$ cat src/logic/kwd_pkg.sv
// Package: register map, field layout and timing for the key wake detector
package kwd_pkg;

    // ==========================================================
    // Register offsets (byte addresses)
    localparam logic [7:0] OFF_KEY_LO    = 8'h00;  // match bytes 0-3
    localparam logic [7:0] OFF_KEY_HI    = 8'h04;  // match bytes 4-7
    localparam logic [7:0] OFF_CONTROL   = 8'h08;  // kbd_wake_control
    localparam logic [7:0] OFF_STATUS    = 8'h0C;  // wake status, W1C
    localparam logic [7:0] OFF_INFO      = 8'h10;  // last byte, state

    // ==========================================================
    // Control register fields
    localparam int MODE_LSB    = 0;   // detect_mode_sel, 2 bits
    localparam int SEQLEN_LSB  = 4;   // sequence_length_cfg, 4 bits
    localparam int PM1_LSB     = 8;   // pm_key1_length, 2 bits
    localparam int PM2_LSB     = 10;  // pm_key2_length, 2 bits
    localparam int PM3_LSB     = 12;  // pm_key3_length, 2 bits
    localparam int SWAP_BIT    = 16;  // swap keyboard/pointer lines
    localparam int KIRQ_EN_BIT = 17;  // keyboard irq enable
    localparam int MIRQ_EN_BIT = 18;  // pointer irq enable
    localparam logic [31:0] CONTROL_RESET = 32'h0000_0000;

    // ==========================================================
    // Status register bits
    localparam int ST_ANYK = 0;
    localparam int ST_EVT1 = 1;
    localparam int ST_EVT2 = 2;
    localparam int ST_EVT3 = 3;
    localparam int ST_KIRQ = 4;
    localparam int ST_MIRQ = 5;

    // ==========================================================
    // Modes
    typedef enum logic [1:0] {
        KWD_MODE_SEQ  = 2'b00,
        KWD_MODE_ANY  = 2'b01,
        KWD_MODE_PM   = 2'b10,
        KWD_MODE_OFF  = 2'b11
    } kwd_mode_t;

    localparam logic [3:0] PASSWORD_BIAS = 4'h7;
    localparam logic [7:0] BREAK_PREFIX  = 8'hF0;
    localparam logic [7:0] WILDCARD      = 8'h00;

    // ==========================================================
    // Timing
    localparam int unsigned CLK_HZ          = 50_000_000;
    localparam int unsigned SLOW_HZ         = 32_768;
    localparam int unsigned SLOW_DIV        = CLK_HZ / SLOW_HZ;
    localparam int unsigned KEY_GAP_S       = 4;
    localparam int unsigned KEY_GAP_TICKS   = KEY_GAP_S * SLOW_HZ;
    localparam real         VALID_DELAY_MS  = 32.0;
    localparam int unsigned VALID_DELAY_CYC =
        int'(VALID_DELAY_MS * 1.0e-3 * CLK_HZ);

    // ==========================================================
    // APB carrier
    typedef struct packed {
        logic        psel;
        logic        penable;
        logic        pwrite;
        logic [7:0]  paddr;
        logic [31:0] pwdata;
    } kwd_apb_req_t;

    typedef struct packed {
        logic        pready;
        logic        pslverr;
        logic [31:0] prdata;
    } kwd_apb_rsp_t;

    // Received byte with validity
    typedef struct packed {
        logic       valid;
        logic [7:0] data;
    } kwd_byte_t;

endpackage

$ cat src/logic/kwd_rx.sv
// Passive serial frame receiver for the keyboard line pair
module kwd_rx
    import kwd_pkg::*;
(
    // Clock and reset
    input  wire logic          pclk,
    input  wire logic          presetn,
    // Synchronised lines
    input  wire logic          line_clk,
    input  wire logic          line_dat,
    input  wire logic          enable,
    // Received byte
    output kwd_pkg::kwd_byte_t rx_byte
);
    import kwd_pkg::*;

    logic       clk_d;
    logic [3:0] bit_cnt;
    logic [9:0] shift;
    wire        fall = clk_d & ~line_clk;
    // Parity bit sits in shift[9] once the stop bit arrives
    wire        par_ok = ^{shift[9], shift[8:1]};
    wire        stop_ok = line_dat;

    // ==========================================================
    // Falling edge sampling, start/8 data/odd parity/stop
    always_ff @(posedge pclk or negedge presetn) begin
        if (!presetn) begin
            clk_d   <= 1'b1;
            bit_cnt <= 4'h0;
            shift   <= 10'h000;
            rx_byte <= '0;
        end else begin
            clk_d         <= line_clk;
            rx_byte.valid <= 1'b0;
            if (!enable) begin
                bit_cnt <= 4'h0;
            end else if (fall) begin
                if (bit_cnt == 4'h0) begin
                    if (!line_dat) begin
                        bit_cnt <= 4'h1;
                    end
                end else if (bit_cnt == 4'hA) begin
                    bit_cnt <= 4'h0;
                    if (par_ok && stop_ok) begin
                        rx_byte.valid <= 1'b1;
                        rx_byte.data  <= shift[8:1];
                    end
                end else begin
                    shift   <= {line_dat, shift[9:1]};
                    bit_cnt <= bit_cnt + 4'h1;
                end
            end
        end
    end

endmodule

$ cat src/logic/kwd_timer.sv
// Slow tick divider and key gap timer
module kwd_timer
    import kwd_pkg::*;
#(
    parameter int unsigned DIV   = SLOW_DIV,
    parameter int unsigned TICKS = KEY_GAP_TICKS
)
(
    // Clock and reset
    input  wire logic pclk,
    input  wire logic presetn,
    // Control
    input  wire logic restart,
    // Status
    output logic      expired
);
    import kwd_pkg::*;

    logic [15:0] div_cnt;
    logic [17:0] gap_cnt;
    wire         tick = (div_cnt == 16'(DIV - 1));

    // ==========================================================
    // 32 kHz enable and 4 s counter, restarted per byte
    always_ff @(posedge pclk or negedge presetn) begin
        if (!presetn) begin
            div_cnt <= 16'h0000;
            gap_cnt <= 18'h00000;
            expired <= 1'b1;
        end else begin
            div_cnt <= tick ? 16'h0000 : div_cnt + 16'h0001;
            if (restart) begin
                gap_cnt <= 18'h00000;
                expired <= 1'b0;
            end else if (tick && !expired) begin
                if (gap_cnt == 18'(TICKS - 1)) begin
                    expired <= 1'b1;
                end else begin
                    gap_cnt <= gap_cnt + 18'h00001;
                end
            end
        end
    end

endmodule

$ cat src/logic/kwd_top.sv
// Keyboard wake sequence detector with APB register access
module kwd_top
    import kwd_pkg::*;
#(
    parameter int unsigned VALID_CYC = VALID_DELAY_CYC,
    parameter int unsigned GAP_TICKS = KEY_GAP_TICKS,
    parameter int unsigned TICK_DIV  = SLOW_DIV
)
(
    // Clock and reset
    input  wire logic pclk,
    input  wire logic presetn,
    // APB slave
    input  wire logic        psel,
    input  wire logic        penable,
    input  wire logic        pwrite,
    input  wire logic [7:0]  paddr,
    input  wire logic [31:0] pwdata,
    output logic [31:0]      prdata,
    output logic             pready,
    output logic             pslverr,
    // Serial lines, sensed only
    input  wire logic        kbd_serial_clock,
    input  wire logic        kbd_serial_data,
    input  wire logic        pointer_serial_clock,
    input  wire logic        pointer_serial_data,
    // Keyboard controller interrupts
    input  wire logic        kbd_irq,
    input  wire logic        pointer_irq,
    // Flags out
    output logic [5:0]       wake_status
);
    import kwd_pkg::*;

    // ==========================================================
    // Input synchronisers
    logic [3:0] lines_s1;
    logic [3:0] lines_s2;
    logic [1:0] irq_s1;
    logic [1:0] irq_s2;

    always_ff @(posedge pclk or negedge presetn) begin
        if (!presetn) begin
            lines_s1 <= 4'hF;
            lines_s2 <= 4'hF;
            irq_s1   <= 2'h0;
            irq_s2   <= 2'h0;
        end else begin
            lines_s1 <= {kbd_serial_clock, kbd_serial_data,
                         pointer_serial_clock, pointer_serial_data};
            lines_s2 <= lines_s1;
            irq_s1   <= {pointer_irq, kbd_irq};
            irq_s2   <= irq_s1;
        end
    end

    // ==========================================================
    // Registers
    kwd_apb_req_t req;
    logic [7:0]  key_match_bytes [8];
    logic [31:0] kbd_wake_control;
    logic [5:0]  status;
    logic [23:0] valid_cnt;
    logic        inputs_valid;
    logic [1:0]  seq_pos;
    logic [3:0]  match_idx;
    logic [1:0]  pm_idx [3];
    logic        after_break;
    logic        in_recovery;
    logic [7:0]  last_byte;

    assign req = '{psel: psel, penable: penable, pwrite: pwrite,
                   paddr: paddr, pwdata: pwdata};

    wire kwd_mode_t detect_mode_sel =
        kwd_mode_t'(kbd_wake_control[MODE_LSB +: 2]);
    wire [3:0] sequence_length_cfg = kbd_wake_control[SEQLEN_LSB +: 4];
    wire [1:0] pm_key1_length = kbd_wake_control[PM1_LSB +: 2];
    wire [1:0] pm_key2_length = kbd_wake_control[PM2_LSB +: 2];
    wire [1:0] pm_key3_length = kbd_wake_control[PM3_LSB +: 2];
    wire       swap_lines     = kbd_wake_control[SWAP_BIT];

    // ==========================================================
    // Line swap and receiver
    wire kb_clk = swap_lines ? lines_s2[1] : lines_s2[3];
    wire kb_dat = swap_lines ? lines_s2[0] : lines_s2[2];
    kwd_byte_t rx;

    // Pointer lines reach this receiver when swap_lines is set; there is no other pointer path
    kwd_rx u_rx (
        .pclk     (pclk),
        .presetn  (presetn),
        .line_clk (kb_clk),
        .line_dat (kb_dat),
        .enable   (inputs_valid),
        .rx_byte  (rx)
    );

    logic gap_expired;
    kwd_timer #(.DIV(TICK_DIV), .TICKS(GAP_TICKS)) u_timer (
        .pclk    (pclk),
        .presetn (presetn),
        .restart (rx.valid),
        .expired (gap_expired)
    );

    // ==========================================================
    // Matching helpers
    function automatic logic byte_hit(input logic [7:0] want,
                                      input logic [7:0] got);
        byte_hit = (want == WILDCARD) || (want == got);
    endfunction

    wire        is_password = (sequence_length_cfg >= 4'h8);
    // Bytes (or keys) in the sequence, 1..8
    wire [3:0]  seq_total   = is_password ?
        4'(sequence_length_cfg - PASSWORD_BIAS)
        : 4'(sequence_length_cfg + 4'h1);
    wire        seq_len_ok  = (seq_total != 4'h0) && (seq_total <= 4'h8);
    // A gap of 4 s between bytes restarts the sequence
    wire        fresh       = gap_expired;
    wire [3:0]  cur_idx     = fresh ? 4'h0 : match_idx;
    wire        brk         = (rx.data == BREAK_PREFIX);
    // Password: drop release prefix and the byte after it
    wire        skip_byte   = is_password && (brk || after_break);
    wire        seq_hit     = byte_hit(key_match_bytes[cur_idx[2:0]],
                                       rx.data);
    wire        seq_done    = seq_hit && (cur_idx + 4'h1 == seq_total);

    // Power-management groups
    wire [1:0]  pm_len  [3];
    wire [3:0]  pm_base [3];
    wire [2:0]  pm_hit;
    wire [2:0]  pm_done;
    assign pm_len[0]  = pm_key1_length;
    assign pm_len[1]  = pm_key2_length;
    assign pm_len[2]  = pm_key3_length;
    assign pm_base[0] = 4'h0;
    assign pm_base[1] = 4'h3;
    assign pm_base[2] = 4'h6;

    genvar g;
    generate
        for (g = 0; g < 3; g++) begin : g_pm
            wire [1:0] idx = fresh ? 2'h0 : pm_idx[g];
            wire [3:0] addr = 4'(pm_base[g] + {2'h0, idx});
            // Group three has only two bytes
            wire [1:0] lim = (g == 2 && pm_len[g] == 2'h3) ?
                             2'h2 : pm_len[g];
            assign pm_hit[g]  = (lim != 2'h0) &&
                byte_hit(key_match_bytes[addr[2:0]], rx.data);
            assign pm_done[g] = pm_hit[g] && (idx + 2'h1 == lim);
        end
    endgenerate

    // ==========================================================
    // Detection state
    wire byte_ok = rx.valid && inputs_valid && !(in_recovery && !fresh);
    wire [3:0] set_evt;
    assign set_evt[ST_ANYK] = byte_ok && detect_mode_sel == KWD_MODE_ANY;
    assign set_evt[ST_EVT1] = byte_ok && (
        (detect_mode_sel == KWD_MODE_SEQ && !skip_byte && seq_len_ok &&
         seq_done) ||
        (detect_mode_sel == KWD_MODE_PM && pm_done[0]));
    assign set_evt[ST_EVT2] = byte_ok && detect_mode_sel == KWD_MODE_PM &&
                              pm_done[1];
    assign set_evt[ST_EVT3] = byte_ok && detect_mode_sel == KWD_MODE_PM &&
                              pm_done[2];
    wire seq_miss = detect_mode_sel == KWD_MODE_SEQ && !skip_byte &&
                    !seq_hit;
    wire pm_miss  = detect_mode_sel == KWD_MODE_PM && pm_hit == 3'h0;
    wire wrong    = byte_ok && (seq_miss || pm_miss);

    always_ff @(posedge pclk or negedge presetn) begin
        if (!presetn) begin
            match_idx   <= 4'h0;
            pm_idx      <= '{default: 2'h0};
            after_break <= 1'b0;
            in_recovery <= 1'b0;
            last_byte   <= 8'h00;
        end else if (rx.valid) begin
            last_byte   <= rx.data;
            after_break <= brk;
            if (in_recovery && !fresh) begin
                in_recovery <= 1'b1;
            end else if (wrong) begin
                in_recovery <= 1'b1;
                match_idx   <= 4'h0;
                pm_idx      <= '{default: 2'h0};
            end else begin
                in_recovery <= 1'b0;
                if (!skip_byte) begin
                    match_idx <= seq_done ? 4'h0 : cur_idx + 4'h1;
                end
                // Any group finishing ends all, so a prefix wins
                for (int k = 0; k < 3; k++) begin
                    if (pm_done != 3'h0 || !pm_hit[k]) begin
                        pm_idx[k] <= 2'h0;
                    end else begin
                        pm_idx[k] <= (fresh ? 2'h0 : pm_idx[k]) + 2'h1;
                    end
                end
            end
        end
    end

    // ==========================================================
    // Power-up input-valid delay
    always_ff @(posedge pclk or negedge presetn) begin
        if (!presetn) begin
            valid_cnt    <= 24'h000000;
            inputs_valid <= 1'b0;
        end else if (!inputs_valid) begin
            valid_cnt    <= valid_cnt + 24'h000001;
            inputs_valid <= (valid_cnt == 24'(VALID_CYC - 1));
        end
    end

    // ==========================================================
    // APB decode
    wire       access = req.psel && req.penable;
    wire       wr     = access && req.pwrite && !pready;
    wire       hit_lo = req.paddr == OFF_KEY_LO;
    wire       hit_hi = req.paddr == OFF_KEY_HI;
    wire       hit_ct = req.paddr == OFF_CONTROL;
    wire       hit_st = req.paddr == OFF_STATUS;
    wire       hit_in = req.paddr == OFF_INFO;
    wire       mapped = hit_lo | hit_hi | hit_ct | hit_st | hit_in;
    wire [5:0] w1c    = (wr && hit_st) ? req.pwdata[5:0] : 6'h00;
    wire [1:0] irq_on = irq_s2 & {kbd_wake_control[MIRQ_EN_BIT],
                                  kbd_wake_control[KIRQ_EN_BIT]};
    wire [5:0] set_all = {irq_on, set_evt};
    wire [5:0] next_status = (status & ~w1c) | set_all;
    wire [31:0] rd_mux =
        hit_lo ? {key_match_bytes[3], key_match_bytes[2],
                  key_match_bytes[1], key_match_bytes[0]} :
        hit_hi ? {key_match_bytes[7], key_match_bytes[6],
                  key_match_bytes[5], key_match_bytes[4]} :
        hit_ct ? kbd_wake_control :
        hit_st ? {26'h0, status} :
        hit_in ? {18'h0, inputs_valid, in_recovery, match_idx,
                  last_byte} : 32'h0000_0000;

    always_ff @(posedge pclk or negedge presetn) begin
        if (!presetn) begin
            kbd_wake_control <= CONTROL_RESET;
            key_match_bytes  <= '{default: 8'h00};
            status           <= 6'h00;
            wake_status      <= 6'h00;
            prdata           <= 32'h0000_0000;
            pready           <= 1'b0;
            pslverr          <= 1'b0;
        end else begin
            status      <= next_status;
            wake_status <= next_status;
            // Answer in the second access cycle
            pready  <= req.psel && req.penable && !pready;
            pslverr <= req.psel && req.penable && !pready && !mapped;
            prdata  <= rd_mux;
            if (wr && !pready) begin
                if (hit_ct) begin
                    kbd_wake_control <= req.pwdata;
                end
                for (int k = 0; k < 4; k++) begin
                    if (hit_lo) key_match_bytes[k] <= req.pwdata[8*k +: 8];
                    if (hit_hi) key_match_bytes[k+4] <= req.pwdata[8*k +: 8];
                end
            end
        end
    end

endmodule

$ cat config.mk
export PLATFORM = sky130hd
export DESIGN_NAME = kwd_top
export DESIGN_NICKNAME = d
export VERILOG_FILES = /design/src/logic/kwd_pkg.sv /design/src/logic/kwd_rx.sv /design/src/logic/kwd_timer.sv /design/src/logic/kwd_top.sv
export SDC_FILE = /design/constraint.sdc
export NUM_CORES = 1
export LEC_CHECK = 0
export BUFFER_PORTS_ARGS = -buffer_cell sky130_fd_sc_hd__buf_4
export CAP_MARGIN = 10
export CORE_AREA = 5 5 222 116
export CTS_CLUSTER_DIAMETER = 200
export DETAILED_ROUTE_END_ITERATION = 6
export DIE_AREA = 0 0 227 121
export GPL_TIMING_DRIVEN = 0
export PLACE_DENSITY = 0.87
export SLEW_MARGIN = 40
export SYNTH_ARGS = -nofsm -noshare
export SYNTH_HDL_FRONTEND = slang
export SYNTH_HIERARCHICAL = 1
export SYNTH_SLANG_ARGS = --single-unit
$ cat constraint.sdc
create_clock -name pclk -period 5.3 [get_ports pclk]
set_input_delay 0.795 -clock pclk [delete_from_list [all_inputs] [get_ports pclk]]
set_output_delay 0.795 -clock pclk [all_outputs]
set_load 0.01 [all_outputs]
* Word-level counts from Yosys, hierarchy flattened
Cells that the tools add are included.
Word-level totals: word-level logic and storage cells 224, bits of input ports 51, register bits 252
Operators by class: bitwise logic cells 17, add/subtract/negate cells 12, order comparisons 6, eq/ne operators 24, reduce and logical (&&, ||, !) cells 78, multiplexer cells 53
Operators with widths (count):
- 8-bit binary-select mux with 3-bit select | 4
- 32-bit 2-to-1 mux | 3
- 8-bit 2-to-1 mux | 8
- 18-bit 2-to-1 mux | 3
- 9-bit 2-to-1 mux | 5
- 8-bit logical NOT | 5
- 4-bit 2-to-1 mux | 10
- 1-bit logical AND | 33
- 8-bit == test | 4
- 14-bit 2-to-1 mux | 2
- 24-bit by 1-bit adder with 24-bit output (second input constant) | 1
- 24-bit by 21-bit == test with 1-bit output (second input constant) | 1
- 4-bit greater-or-equal comparator (second input constant) | 5
- 18-bit by 1-bit adder with 18-bit output (second input constant) | 1
- 18-bit by 17-bit == test with 1-bit output (second input constant) | 1
- 16-bit by 1-bit adder with 16-bit output (second input constant) | 1
- 16-bit by 11-bit == test with 1-bit output (second input constant) | 1
- 8-bit by 4-bit == test with 1-bit output (second input constant) | 2
- 16-bit 2-to-1 mux | 1
- 2-bit 2-to-1 mux | 7
- 2-bit AND reduction | 7
- 4-bit by 1-bit adder with 4-bit output (second input constant) | 3
- 6-bit 2-to-1 mux | 2
- 3-bit inverter with 4-bit output | 3
- 37 further kinds | 77

* Logic depth before layout (Yosys ltp)
Gate-level depths: netlist of run 1.
word-level depth 15, depth in mapped cells 17, mapped depth without buffers 11

* Modules after synthesis
The synthesis of run 1 kept the hierarchy.
By module, submodules not included:
- kwd_top | cells each 1039, area an instance 11023.1 um^2, instances 1, seq. area each 4839.6 um^2
- kwd_timer | cells each 190, area an instance 1848.0 um^2, instances 1, seq. area each 877.1 um^2
- kwd_rx | cells each 80, area an instance 1079.8 um^2, instances 1, seq. area each 576.8 um^2

* Least setup slack after synthesis of run 1
OpenSTA, ideal clock, no wires.
path type register to register, start register u_timer.expired, end register pm_idx[3] in the netlist's numbering, data arrival time 3.650 ns, stages on the path, launching flop included 17, clock period less this slack 3.771 ns, path slack 1.529 ns, path through dfstp_2 -> buf_6 -> buf_2 -> buf_2 -> buf_2 -> or2b_1 -> ha_1 -> clkbuf_1 -> clkbuf_1 -> mux2_2 -> a2bb2oi_1 -> a21oi_1 -> nor4b_2 -> nand4_1 -> o2111ai_1 -> o21ba_4 -> a32o_1
Between the ends: word-level cells in the longest chain between the ends 14, elaborated cells on any way between the ends 63
RTL lines:
- from (decl) | RTL line kwd_timer.sv:15 | output logic expired
- from (signal assigned) | RTL line kwd_timer.sv:29 | expired <= 1'b1;
- from (signal assigned) | RTL line kwd_timer.sv:34 | expired <= 1'b0;
- from (signal assigned) | RTL line kwd_timer.sv:37 | expired <= 1'b1;
- 2-bit 2-to-1 mux, on equally long branches | RTL line kwd_top.sv:145, kwd_top.sv:200
- 3-bit by 2-bit adder with 3-bit output or 2-bit by 2-bit adder with 3-bit output (tied branches) | RTL line kwd_top.sv:146 | wire [3:0] addr = 4'(pm_base[g] + {2'h0, idx});
- 3-bit inverter with 4-bit output (not written as such) | RTL line kwd_top.sv:151 | byte_hit(key_match_bytes[addr[2:0]], rx.data);
- 8-bit binary-select mux with 3-bit select | RTL line kwd_top.sv:151
- 8-bit 2-to-1 mux (not written as such) (2 in a row) | RTL line kwd_top.sv:151
- 8-bit == test or 8-bit logical NOT (tied branches) | RTL line kwd_top.sv:111 | byte_hit = (want == WILDCARD) || (want == got);
- 1-bit logical OR | RTL line kwd_top.sv:111
- 1-bit logical AND | RTL line kwd_top.sv:150 | assign pm_hit[g] = (lim != 2'h0) &&
- 1-bit logical AND or 3-bit logical NOT (tied branches) | RTL line kwd_top.sv:152, kwd_top.sv:171
- 3-bit nonzero test or 1-bit logical AND (tied branches) | RTL line kwd_top.sv:197, kwd_top.sv:171
- 1-bit logical OR, on equally long branches | RTL line kwd_top.sv:197, kwd_top.sv:172
- 2-bit 2-to-1 mux or 1-bit logical AND (tied branches) | RTL line kwd_top.sv:197, kwd_top.sv:172
- 6-bit 2-to-1 mux | RTL line kwd_top.sv:186 | end else if (wrong) begin
- to (signal, indexed assignment) | RTL line kwd_top.sv:200 | pm_idx[k] <= (fresh ? 2'h0 : pm_idx[k]) + 2'h1;
- to (decl) | RTL line kwd_top.sv:67 | logic [1:0] pm_idx [3];
Several ways; a longest one is shown, not always the timed one. The select of a mux whose other input is x is not followed. A chain may end at the register's enable or synchronous reset.

* Worst setup path after layout of run 1
start register u_timer.expired, end register pm_idx[2] in the netlist's numbering
The elaborated chain is that of the path after synthesis.

==> reports/results.tsv, run 1 <==
stage	metric	value	unit
layout	area_growth	14.0	%
layout	insertedDiodeCount	0	
placed_design	routabilityCongestion	1.05	
floorplanning	die_w	227	µm
synth	yosys.area_share.simple	15.0	%
power_and_ir_drop	totalPowerFinal	3.89	mW
floorplanning	die_area	27500	µm²
clock_tree	cts_tree	done	
route	wl_per_cell	26.6	µm
global_routing	antenna_found_initial	1	
power_and_ir_drop	power_density	245	nW/µm²
synth	synth_cell_type_count	103	
placed_design	dp_cells	1716	
floorplanning	core-area	23600	µm²
power_and_ir_drop	irDropWorstVdd	299	µV
layout	stdcell_area	15900	µm²
clock_tree	insertion_delay	0.56	ns
worst_setup_path	r2r_start	u_timer/expired	
floorplanning	rows	40	
run_status	status	finished, violations left	
route	drt_iter0_markers	1855	
clock_tree	hold_buffers	0	
layout	mostFrequentLayoutCell	dfrtp_1	
clock_tree	numCtsBuffers	23	
synth	synth_fp_nets	1371	
timing	final.period_utilization	98.2	%
layout	final_cells	1756	
synth	synthAdderAreaFrac	0.987	%
route	route.final.wire_length	46700	µm
clock_tree	clock-sinks	251	
timing	setup_viol	0	
clock_tree	post_cts_buffers	0	
placed_design	dpl-instance-area	15100	µm²
clock_tree	htree_num_levels	1	
timing	clock_skew	0.0214	ns
timing	maxSlewViolCount	0	
timing	fin_hold_ws	0.213	ns
route	drc_errors	1	
synth	synth_edf_count	0	
worst_setup_path	r2r_end	pm_idx[2]	
route	route.vias.total	11900	
floorplanning	initial_core_util	59.2	%
synth	ys_ff_latch	251	
timing	fin_crit	5.20	ns
placed_design	port_buffers	89	
synth	synth.avg_cell_area	10.7	µm²
synth	ys_warn_count	6	
synth	synth_compound_area_share	14.0	%
clock_tree	root_buffer	clkbuf_16	
synth	syn_area	14000	µm²
floorplanning	die_h	121	µm
synth	synth_xor_area_share	5.03	%
global_routing	grt_pass1_wl	70400	µm
worst_setup_path	crit_fanout	10	
route	ant_nets	0	
power_and_ir_drop	p_leak	7.18	nW
run_status	violations	design-rule violations	
global_routing	gr-total-overflow	0	
global_routing	grtUsageTotal	33.8	%
worst_setup_path	r2r_slack	0.1	ns
worst_setup_path	worstPathRequired	5.74	ns
route	dr.pass1.iters	7	
synth	ys.flop_type	dfrtp_1	
layout	nets	1487	
timing	fmax	192	MHz
timing	worst_pin_slew	0.983	ns
worst_setup_path	cp-start-kind	flop	
synth	synthArstFlopShare	100	%
clock_tree	cts_max_path_buffers	3	
timing	relSlewSlack	34.5	%
worst_setup_path	critPathKind	flop to flop	
run	maxCapViolCount	0	
timing	hold_viol_final	0	
worst_setup_path	reg2reg_depth	15	
layout	drive_gt1_share	25.2	%
timing	rsz0062_at_grt	no	
timing	finalSetupTns	0	ns
worst_setup_path	arrival	5.64	ns
floorplanning	ioPinCount	91	
global_routing	grt_pass1_vias	11500	
synth	postSynthCellCount	1309	
worst_hold_path	hp-class	input pin to async pin	
synth	seq_area_frac_synth	45.1	%
synth	synth_top_family_by_area	multiplexers	
placed_design	dpl.hpwl	35300	µm
clock_tree	path_clk_slew	0.07	ns
global_routing	grt_max_degree	78	
route	post_drt_via_cell_ratio	6.79	
worst_setup_path	end_kind	flop	
layout	final_cell_mix	dfrtp_1 (241), mux2_2 (142), buf_4 (90)	
synth	synth_mux_area_share	16.1	%
## registers in the layout, indices dropped and copies added (netlist names), 2 cells and up
register          count
lines_s1              4
u_rx/bit_cnt          4
u_timer/div_cnt      16
status                6
pm_idx                6
match_idx             4
valid_cnt            24
u_rx/shift            9
u_timer/gap_cnt      18
key_match_bytes      64
u_rx/rx_byte          9
lines_s2              4
irq_s1                2
last_byte             8
prdata               32
kbd_wake_control     32
irq_s2                2
## cells by family after synthesis
group,count (synthesis)
compound gates,273
xor+xnor,77
fa+ha+maj,11
buf+inv,111
flops,251
mux,203
simple gates,383
## stage by stage
step                      util (%)  setup slack [ns]
final                         67.5            0.0972
after CTS                     67.4            0.0522
after detailed placement      64.1            0.0794
after floorplan                  -              1.53
after global routing          67.5             0.101
after global placement        63.7             0.165
## power breakdown
group	leakage [nW]	total (mW)	internal, mW	switching (mW)
registers	3.41	1.96	1.94	0.0252
logic	3.38	0.185	0.0726	0.112
clock network	0.384	1.75	0.966	0.784
## layer usage
metal  vias to the layer above  track usage, %  wire, µm
li1                       5059               -         -
met4                         0            5.11       803
met2                       848            43.1     17600
met5                         -               0         0
met3                        84            17.1      7820
met1                      5926            51.8     20600
## area by class of cell
type | instances | area (µm²)
Buffer | 79 | 423
Inverter | 31 | 116
Fill cell | 1755 | 7670
Sequential cell | 251 | 6290
Timing Repair Buffer | 92 | 758
Multi-Input combinational cell | 947 | 7140
Tap cell | 315 | 394
Clock inverter | 11 | 136
Clock buffer | 30 | 642
## synthesized netlist by cell type (all sizes together), types with 4 or more instances
cell,n,share of area (%)
a22o,4,0.25
xor2,25,1.6
a2bb2oi,8,0.55
inv,31,0.83
nand3,27,0.97
buf,44,2.0
nor2b,15,0.67
a22oi,6,0.32
o221ai,9,0.70
o2bb2ai,5,0.31
or4,9,0.48
nand4,21,0.94
nand3b,8,0.52
nor4,11,0.49
nor3b,5,0.34
o31ai,4,0.22
ha,11,0.99
nor2,88,2.4
a222oi,6,0.43
and4,7,0.45
xnor2,50,3.1
o211ai,5,0.27
dfstp,10,1.9
nor4b,9,0.81
o21ai,34,1.2
a32o,9,0.65
or2,4,0.18
clkbuf,36,0.97
a21oi,83,3.0
nand2,86,2.3
nor3,15,0.57
dfrtp,241,43
or3,21,0.98
mux2,144,12
o22ai,31,1.4
and2,9,0.41
o41ai,4,0.39
and3,15,0.68
nand2b,21,0.94
a221o,5,0.36
o31a,5,0.31
a211oi,5,0.27
a221oi,11,0.69
o221a,4,0.32
mux2i,58,4.3
## worst max-delay path, stage by stage (launching register included)
cell and delay, ns:
dfstp_2 0.69, buf_6 0.22, buf_2 0.29, clkbuf_4 0.32
buf_2 0.32, or2b_1 0.15, ha_1 0.33, clkbuf_2 0.30
mux2_2 0.36, a2bb2oi_1 0.36, a21oi_1 0.15, nor4b_2 0.44
nand4_1 0.31, o2111ai_1 0.30, o21ba_4 0.24, a32o_1 0.28
## how the worst max path moves through the flow
| stage | depth (start not counted) | start | endpoint |
|---|---|---|---|
| CTS | 16 | u_timer/expired | pm_idx[2] |
| floorplan | 16 | u_timer/expired | pm_idx[3] |
| finish | 15 | u_timer/expired | pm_idx[2] |
| detailed placement | 16 | u_timer/expired | pm_idx[2] |
| global placement | 16 | u_timer/expired | pm_idx[0] |
| global route | 15 | u_timer/expired | pm_idx[2] |
## repair_timing
| item | in CTS | in global routing |
|---|---|---|
| hold endpoints to repair | 0 | 0 |
| resized for setup | 0 | 3 |
| endpoints found under the setup margin | 0 | 11 |
Power figures use the tool's default switching activity.
==> run 2, diff against run 1 <==
Settings changed: CORE_AREA 5 5 222 116 to 5 5 232 121, DIE_AREA 0 0 227 121 to 0 0 237 126, PLACE_DENSITY 0.87 to 0.81.
==> run 2 against run 1 <==
Compared with the run above: the flow now finishes without violations; sequential share of layout area fell by 0.30 points; critical path depth rose by 1; power rose by 2.6%; flip-flop and latch count did not move; hold slack got worse by 0.058 ns; clock power rose by 6%; combinational power barely moved; register-to-register slack got worse by 0.03 ns.
==> reports/results.tsv, run 2 (synthesis results as in run 1) <==
stage	metric	value	unit	change
timing	fmax	191	MHz	was 192 MHz
power_and_ir_drop	irDropWorstVdd	203	µV	was 299 µV
worst_setup_path	crit_fanout	10		unchanged
power_and_ir_drop	p_clk_share	46.3	%	was 44.9%
layout	top_regs	key_match_bytes x64, kbd_wake_control x32, prdata x32		unchanged
worst_setup_path	arrival	5.66	ns	was 5.64 ns
global_routing	grt_pass1_wl	70800	µm	was 70400 µm
timing	final.period_utilization	98.8	%	was 98.2%
placed_design	port_buffers	89		unchanged
floorplanning	initial_core_util	53.8	%	was 59.2%
power_and_ir_drop	p_leak	7.21	nW	was 7.18 nW
route	post_drt_via_cell_ratio	6.53		was 6.79
layout	largest_reg_flops	64		unchanged
timing	fin_hold_ws	0.155	ns	was 0.213 ns
power_and_ir_drop	swShare	23.0	%	was 23.6%
clock_tree	path_clk_slew	0.07	ns	about the same
route	route.vias.total	11700		was 11.9k
timing	rsz0062_at_grt	no		unchanged
layout	drive_gt1_share	25.6	%	was 25.2%
power_and_ir_drop	power_frac_comb	4.6	%	was 4.7%
run_status	status	completed		was finished, violations left
worst_setup_path	cp-start-kind	flop		unchanged
layout	final_cells	1795		was 1756
layout	area_growth	14.9	%	was 14.0%
placed_design	dpl-instance-area	15200	µm²	was 15100 µm²
global_routing	grt_pass1_vias	11100		was 11.5k
clock_tree	numCtsBuffers	23		unchanged
timing	relSlewSlack	38.3	%	was 34.5%
power_and_ir_drop	totalPowerFinal	3.99	mW	was 3.89 mW
global_routing	grt_max_degree	78		unchanged
layout	stdcell_area	16000	µm²	was 15900 µm²
global_routing	grtUsageTotal	31.0	%	was 33.8%
floorplanning	die_w	237	µm	was 227 µm
timing	finalSetupTns	0	ns	unchanged
worst_setup_path	critPathKind	flop to flop		unchanged
timing	worst_pin_slew	0.925	ns	was 0.983 ns
layout	final_cell_mix	dfrtp_1 (241), mux2_2 (142), buf_4 (90)		unchanged
timing	clock_skew	0.0127	ns	was 0.0214 ns
timing	maxSlewViolCount	0		unchanged
global_routing	antenna_found_initial	1		unchanged
layout	nets	1488		was 1487
power_and_ir_drop	power_density	249	nW/µm²	was 245 nW/µm²
floorplanning	die_h	126	µm	was 121 µm
layout	mostFrequentLayoutCell	dfrtp_1		unchanged
timing	fin_crit	5.23	ns	was 5.20 ns
worst_setup_path	reg2reg_depth	16		was 15
placed_design	routabilityCongestion	1.04		was 1.05
power_and_ir_drop	power_switching	917	µW	was 921 µW
route	dr.pass1.iters	6		was 7
worst_setup_path	r2r_start	u_timer/expired		unchanged
route	drt_iter0_markers	1669		was 1855
worst_hold_path	hp-class	input pin to async pin		unchanged
worst_setup_path	r2r_slack	0.07	ns	was 0.1 ns
layout	insertedDiodeCount	0		unchanged
route	drc_errors	0		was 1
placed_design	dpl.hpwl	35800	µm	was 35300 µm
worst_setup_path	worstPathRequired	5.73	ns	was 5.74 ns
timing	setup_ws	0.0650	ns	was 0.0972 ns
placed_design	dp_cells	1753		was 1716
clock_tree	cts_max_path_buffers	3		unchanged
clock_tree	root_buffer	clkbuf_16		unchanged
timing	hold_viol_final	0		unchanged
floorplanning	core-area	25900	µm²	was 23600 µm²
floorplanning	rows	42		was 40
route	ant_nets	0		unchanged
floorplanning	die_area	29900	µm²	was 27500 µm²
timing	setup_viol	0		unchanged
clock_tree	htree_num_levels	1		unchanged
placed_design	place_ws	0.0833	ns	was 0.0794 ns
worst_setup_path	r2r_end	pm_idx[0]		was pm_idx[2]
clock_tree	insertion_delay	0.55	ns	was 0.56 ns
global_routing	gr-total-overflow	0		unchanged
power_and_ir_drop	seq_power_share	49.1	%	was 50.3%
worst_setup_path	end_kind	flop		unchanged
clock_tree	clock-sinks	251		unchanged
floorplanning	ioPinCount	91		unchanged
route	wl_per_cell	26.4	µm	was 26.6 µm
run	maxCapViolCount	0		unchanged
route	route.final.wire_length	47500	µm	was 46700 µm
layout	regMostFlops	key_match_bytes		unchanged
power_and_ir_drop	intPower	3.08	mW	was 2.97 mW
layout	post-route-util	61.9	%	was 67.5%
clock_tree	cts_tree	done		unchanged
[run 2: power by group through the flow]
stage | Sequential (mW) | Clock (mW) | Combinational, mW
CTS | 1.96 | 1.87 | 0.183
global route | 1.96 | 1.96 | 0.201
floorplan | 1.99 | 0 | 0.0648
finish | 1.96 | 1.85 | 0.184
global placement | 1.99 | 0 | 0.170
detailed placement | 1.99 | 0 | 0.182
[run 2: what timing repair did]
action / 4_1_cts / 5_1_grt
hold buffers: 0 / 0
resized for setup: 0 / 4
setup buffers: 0 / 0
endpoints found under the setup margin: 0 / 11
[run 2: how the worst max path moves through the flow]
stage / start / to / depth (start not counted)
floorplan: u_timer/expired / pm_idx[3] / 16
detailed placement: u_timer/expired / pm_idx[0] / 16
CTS: u_timer/expired / pm_idx[0] / 16
global placement: u_timer/expired / pm_idx[0] / 16
finish: u_timer/expired / pm_idx[0] / 16
global route: u_timer/expired / pm_idx[0] / 16
[run 2: layout make-up]
| cell class | instances | area, µm² |
|---|---|---|
| sequential | 251 | 6290 |
| buffer | 80 | 429 |
| multi-input combinational | 947 | 7150 |
| clock inverter | 14 | 193 |
| fill | 2109 | 9880 |
| clock buffer | 28 | 644 |
| timing repair buffer | 92 | 758 |
| inverter | 31 | 116 |
| tap | 352 | 440 |
[run 2: layer usage]
| metal | global-route usage [%] | up-vias | part of all wire [%] |
|---|---|---|---|
| li1 | - | 5061 | - |
| met1 | 50.6 | 5867 | 47 |
| met2 | 39.0 | 736 | 37 |
| met3 | 11.9 | 64 | 14 |
| met4 | 4.44 | 2 | 1.6 |
| met5 | 0 | - | 0.027 |
[run 2: critical path, stage by stage (launching register included)]
cell	delay [ns]
dfstp_2	0.67
buf_6	0.20
buf_2	0.29
clkbuf_4	0.35
buf_2	0.34
or2b_1	0.15
ha_1	0.18
clkbuf_1	0.30
buf_2	0.35
mux2_2	0.37
a2bb2oi_1	0.37
a21oi_1	0.15
nor4b_2	0.23
nand4_1	0.29
o2111ai_2	0.34
o21ba_4	0.24
a32o_1	0.29
==> run 3, diff against run 2 <==
Settings changed: ABC_AREA set to 1, CORE_AREA 5 5 232 121 to 5 5 230 120, DIE_AREA 0 0 237 126 to 0 0 235 125, GPL_TIMING_DRIVEN 0 to 1.
==> run 3 against run 2 <==
Compared with the run above: via count rose by 13%; setup slack improved by 1.7 ns; flip-flop and latch count did not move; critical endpoint is now pm_idx[5]; sequential power barely moved; count of clock-buffer cells in the layout rose by 9; hold slack improved by 0.074 ns; clock power barely moved; largest power group unchanged; maximum frequency rose by 50%; highest routed layer is now met4; synthesized cell count rose by 41%; largest cell class unchanged; synthesized area fell by 1.2%; global-route usage rose by 1.4 points; combinational power fell by 17%.
==> reports/results.tsv, run 3 <==
stage	metric	value	unit	change
floorplanning	ioPinCount	91		unchanged
global_routing	grt_max_degree	101		was 78
layout	regMostFlops	key_match_bytes		unchanged
synth	ys_ff_latch	251		unchanged
timing	fin_crit	3.49	ns	was 5.23 ns
route	route.vias.total	13200		was 11.7k
synth	synth_fp_nets	1914		was 1371
layout	drive_gt1_share	11.0	%	was 25.6%
route	ant_nets	0		unchanged
layout	insertedDiodeCount	0		unchanged
synth	synth_cell_type_count	49		was 103
timing	setup_ws	1.81	ns	was 0.0650 ns
synth	synth_common_cells	nand2_1 (587), dfrtp_1 (241), inv_1 (195), o21ai_0 (195), nand3_1 (156)		was dfrtp_1 (241), mux2_2 (142), nor2_1 (87)
clock_tree	cts_resized	0		unchanged
synth	syn_area	13800	µm²	was 14000 µm²
layout	nets	1982		was 1488
worst_setup_path	critPathTopFamily	simple AND/OR/NAND/NOR gates		was buffers and inverters
floorplanning	core-area	25700	µm²	was 25900 µm²
synth	seq_area_frac_synth	45.7	%	was 45.1%
power_and_ir_drop	irDropWorstVdd	243	µV	was 203 µV
worst_setup_path	crit_fanout	36		was 10
timing	final.period_utilization	65.8	%	was 98.8%
worst_setup_path	critPathKind	flop to flop		unchanged
clock_tree	numCtsBuffers	24		was 23
clock_tree	path_clk_slew	0.08	ns	was 0.07 ns
power_and_ir_drop	p_clk_share	47.0	%	was 46.3%
worst_setup_path	path_common_cell	nand2_1		was buf_2
timing	maxSlewViolCount	0		unchanged
layout	mostFrequentLayoutCell	nand2_1		was dfrtp_1
clock_tree	insertion_delay	0.57	ns	was 0.55 ns
clock_tree	root_buffer	clkbuf_16		unchanged
worst_setup_path	critical_path_buf_inv_count	2		was 6
layout	final_cells	2290		was 1795
route	wl_per_cell	21.6	µm	was 26.4 µm
layout	top_regs	key_match_bytes x64, kbd_wake_control x32, prdata x32		unchanged
placed_design	dp_cells	2246		was 1753
route	drc_errors	0		unchanged
global_routing	grt_pass1_vias	11800		was 11.1k
timing	setup_viol	0		unchanged
clock_tree	cts_max_path_buffers	3		unchanged
global_routing	antenna_found_initial	0		was 1
worst_setup_path	cp-start-kind	flop		unchanged
run	maxCapViolCount	0		unchanged
synth	ys_top_cells_by_area	dfrtp_1 (44%), nand2_1 (16%), o21ai_0 (7.1%)		was dfrtp_1 (43%), mux2_2 (11%), mux2i_1 (4.1%)
timing	clock_skew	0.0256	ns	was 0.0127 ns
timing	fmax	287	MHz	was 191 MHz
synth	synth_top_area_cell	dfrtp_1		unchanged
global_routing	grtUsageTotal	32.4	%	was 31.0%
timing	hold_viol_final	0		unchanged
floorplanning	die_area	29400	µm²	was 29900 µm²
layout	fill_cells	2313		was 2109
placed_design	port_buffers	90		was 89
layout	largest_reg_flops	64		unchanged
placed_design	routabilityCongestion	1.08		was 1.04
timing	worst_pin_slew	0.844	ns	was 0.925 ns
route	route.final.wire_length	49400	µm	was 47500 µm
route	drt_iter0_markers	1806		was 1669
clock_tree	hold_buffers	0		unchanged
power_and_ir_drop	p_leak	7.64	nW	was 7.21 nW
floorplanning	initial_core_util	53.6	%	was 53.8%
route	post_drt_via_cell_ratio	5.79		was 6.53
power_and_ir_drop	seq_power_share	49.1	%	about the same
placed_design	place_ws	1.87	ns	was 0.0833 ns
global_routing	grt_pass1_wl	73600	µm	was 70800 µm
worst_setup_path	end_kind	flop		unchanged
worst_setup_path	crit_chain	inv_4 -> nand2_4 -> ha_1 -> clkinv_1 -> a21oi_1 -> nand3_1 -> nand2_1 -> nand2_1 -> nand2_1 -> nand2_1 -> nor2_1 -> nand2_1 -> nand2_1 -> nand2_1 -> nand2_2 -> nand2_4 -> nor2_8 -> nand3_1 -> nand2_1		was buf_6 -> buf_2 -> clkbuf_4 -> buf_2 -> or2b_1 -> ha_1 -> clkbuf_1 -> buf_2 -> mux2_2 -> a2bb2oi_1 -> a21oi_1 -> nor4b_2 -> nand4_1 -> o2111ai_2 -> o21ba_4 -> a32o_1
layout	area_growth	13.0	%	was 14.9%
synth	yosysTopAreaCellShare	43.8	%	was 43.2%
layout	post-route-util	60.6	%	was 61.9%
floorplanning	die_h	125	µm	was 126 µm
worst_setup_path	cp_slowest_cell	dfstp_2		unchanged
power_and_ir_drop	intPower	3.06	mW	was 3.08 mW
synth	synth.avg_cell_area	7.44	µm²	was 10.7 µm²
clock_tree	post_cts_buffers	0		unchanged
floorplanning	die_w	235	µm	was 237 µm
clock_tree	cts_tree	done		unchanged
timing	rsz0062_at_grt	no		unchanged
power_and_ir_drop	power_frac_comb	3.8	%	was 4.6%
floorplanning	rows	42		unchanged
layout	stdcell_area	15600	µm²	was 16000 µm²
layout	final_cell_mix	nand2_1 (584), dfrtp_1 (241), o21ai_0 (195)		was dfrtp_1 (241), mux2_2 (142), buf_4 (90)
placed_design	dpl-instance-area	14700	µm²	was 15200 µm²
run_status	status	completed		unchanged
power_and_ir_drop	power_switching	918	µW	was 917 µW
worst_setup_path	arrival	3.97	ns	was 5.66 ns
synth	synthArstFlopShare	100	%	unchanged
timing	relSlewSlack	43.7	%	was 38.3%
placed_design	dpl.hpwl	36200	µm	was 35800 µm
power_and_ir_drop	power_density	255	nW/µm²	was 249 nW/µm²
route	dr.pass1.iters	7		was 6
timing	finalSetupTns	0	ns	unchanged
synth	postSynthCellCount	1852		was 1309
worst_hold_path	hp-class	input pin to async pin		unchanged
synth	ys_warn_count	6		unchanged
clock_tree	htree_num_levels	1		unchanged
synth	post-synth-top-count-cell	nand2_1		was dfrtp_1
global_routing	gr-total-overflow	0		unchanged
worst_setup_path	worst_path_largest_cell_delay	0.69	ns	was 0.67 ns
synth	ys.flop_type	dfrtp_1		unchanged
worst_setup_path	worstPathRequired	5.78	ns	was 5.73 ns
synth	synth_edf_count	0		unchanged
clock_tree	clock-sinks	251		unchanged
power_and_ir_drop	swShare	23.1	%	was 23.0%
[run 3: cells by family after synthesis]
kind of cell | Yosys count | share of synthesized area, %
AND/OR/NAND/NOR | 952 | 29.4
AO/OA/AOI/OAI | 331 | 13.4
buffers and inverters | 266 | 7.87
flip-flops | 251 | 45.7
XOR/XNOR | 38 | 2.42
adder cells (fa/ha/maj) | 11 | 0.999
multiplexers | 3 | 0.272
[run 3: final timing paths]
| check | from | to | slack (ns) | cells past startpoint |
|---|---|---|---|---|
| hold reg to reg | irq_s1[1] | irq_s2[1] | 0.35 | 0 |
| setup / recovery | u_timer/expired | pm_idx[5] | 1.81 | 19 |
| max in group asynchronous | presetn | lines_s2[0] | 3.99 | 2 |
| hold / removal | presetn | key_match_bytes[0] | 0.23 | 1 |
| min in group pclk | kbd_irq | irq_s1[0] | 0.34 | 1 |
| setup reg to reg | u_timer/expired | pm_idx[5] | 1.81 | 19 |
[run 3: cell type report]
type	instances	area [µm²]	area share, %
Sequential cell	251	6290	40.4
Timing Repair Buffer	98	759	4.88
Clock buffer	37	749	4.81
Inverter	210	791	5.08
Clock inverter	7	98.8	0.635
Tap cell	352	440	2.83
Multi-Input combinational cell	1335	6440	41.3
[run 3: layer usage]
| metal | GRT usage (%) | up-vias | wire length, µm |
|---|---|---|---|
| met5 | 0 | - | 0 |
| met4 | 4.39 | 0 | 682 |
| met3 | 17.7 | 60 | 8910 |
| met2 | 39.0 | 886 | 17700 |
| met1 | 51.0 | 6166 | 22100 |
| li1 | - | 6137 | - |
[run 3: per-stage QoR]
| stage | total power [mW] | hold WS, ns |
|---|---|---|
| detailed placement | 2.14 | 0.341 |
| global route | 4.07 | 0.327 |
| global placement | 2.13 | 0.332 |
| CTS | 3.98 | 0.287 |
| finish | 3.97 | 0.230 |
| floorplan | 2.03 | 0.331 |
[run 3: power groups by stage]
stage | clock network (mW) | logic (mW) | registers, mW
2_1_floorplan | 0 | 0.0480 | 1.98
3_3_place_gp | 0 | 0.149 | 1.99
3_5_place_dp | 0 | 0.151 | 1.99
4_1_cts | 1.87 | 0.152 | 1.95
5_1_grt | 1.95 | 0.170 | 1.95
6_report | 1.87 | 0.152 | 1.95
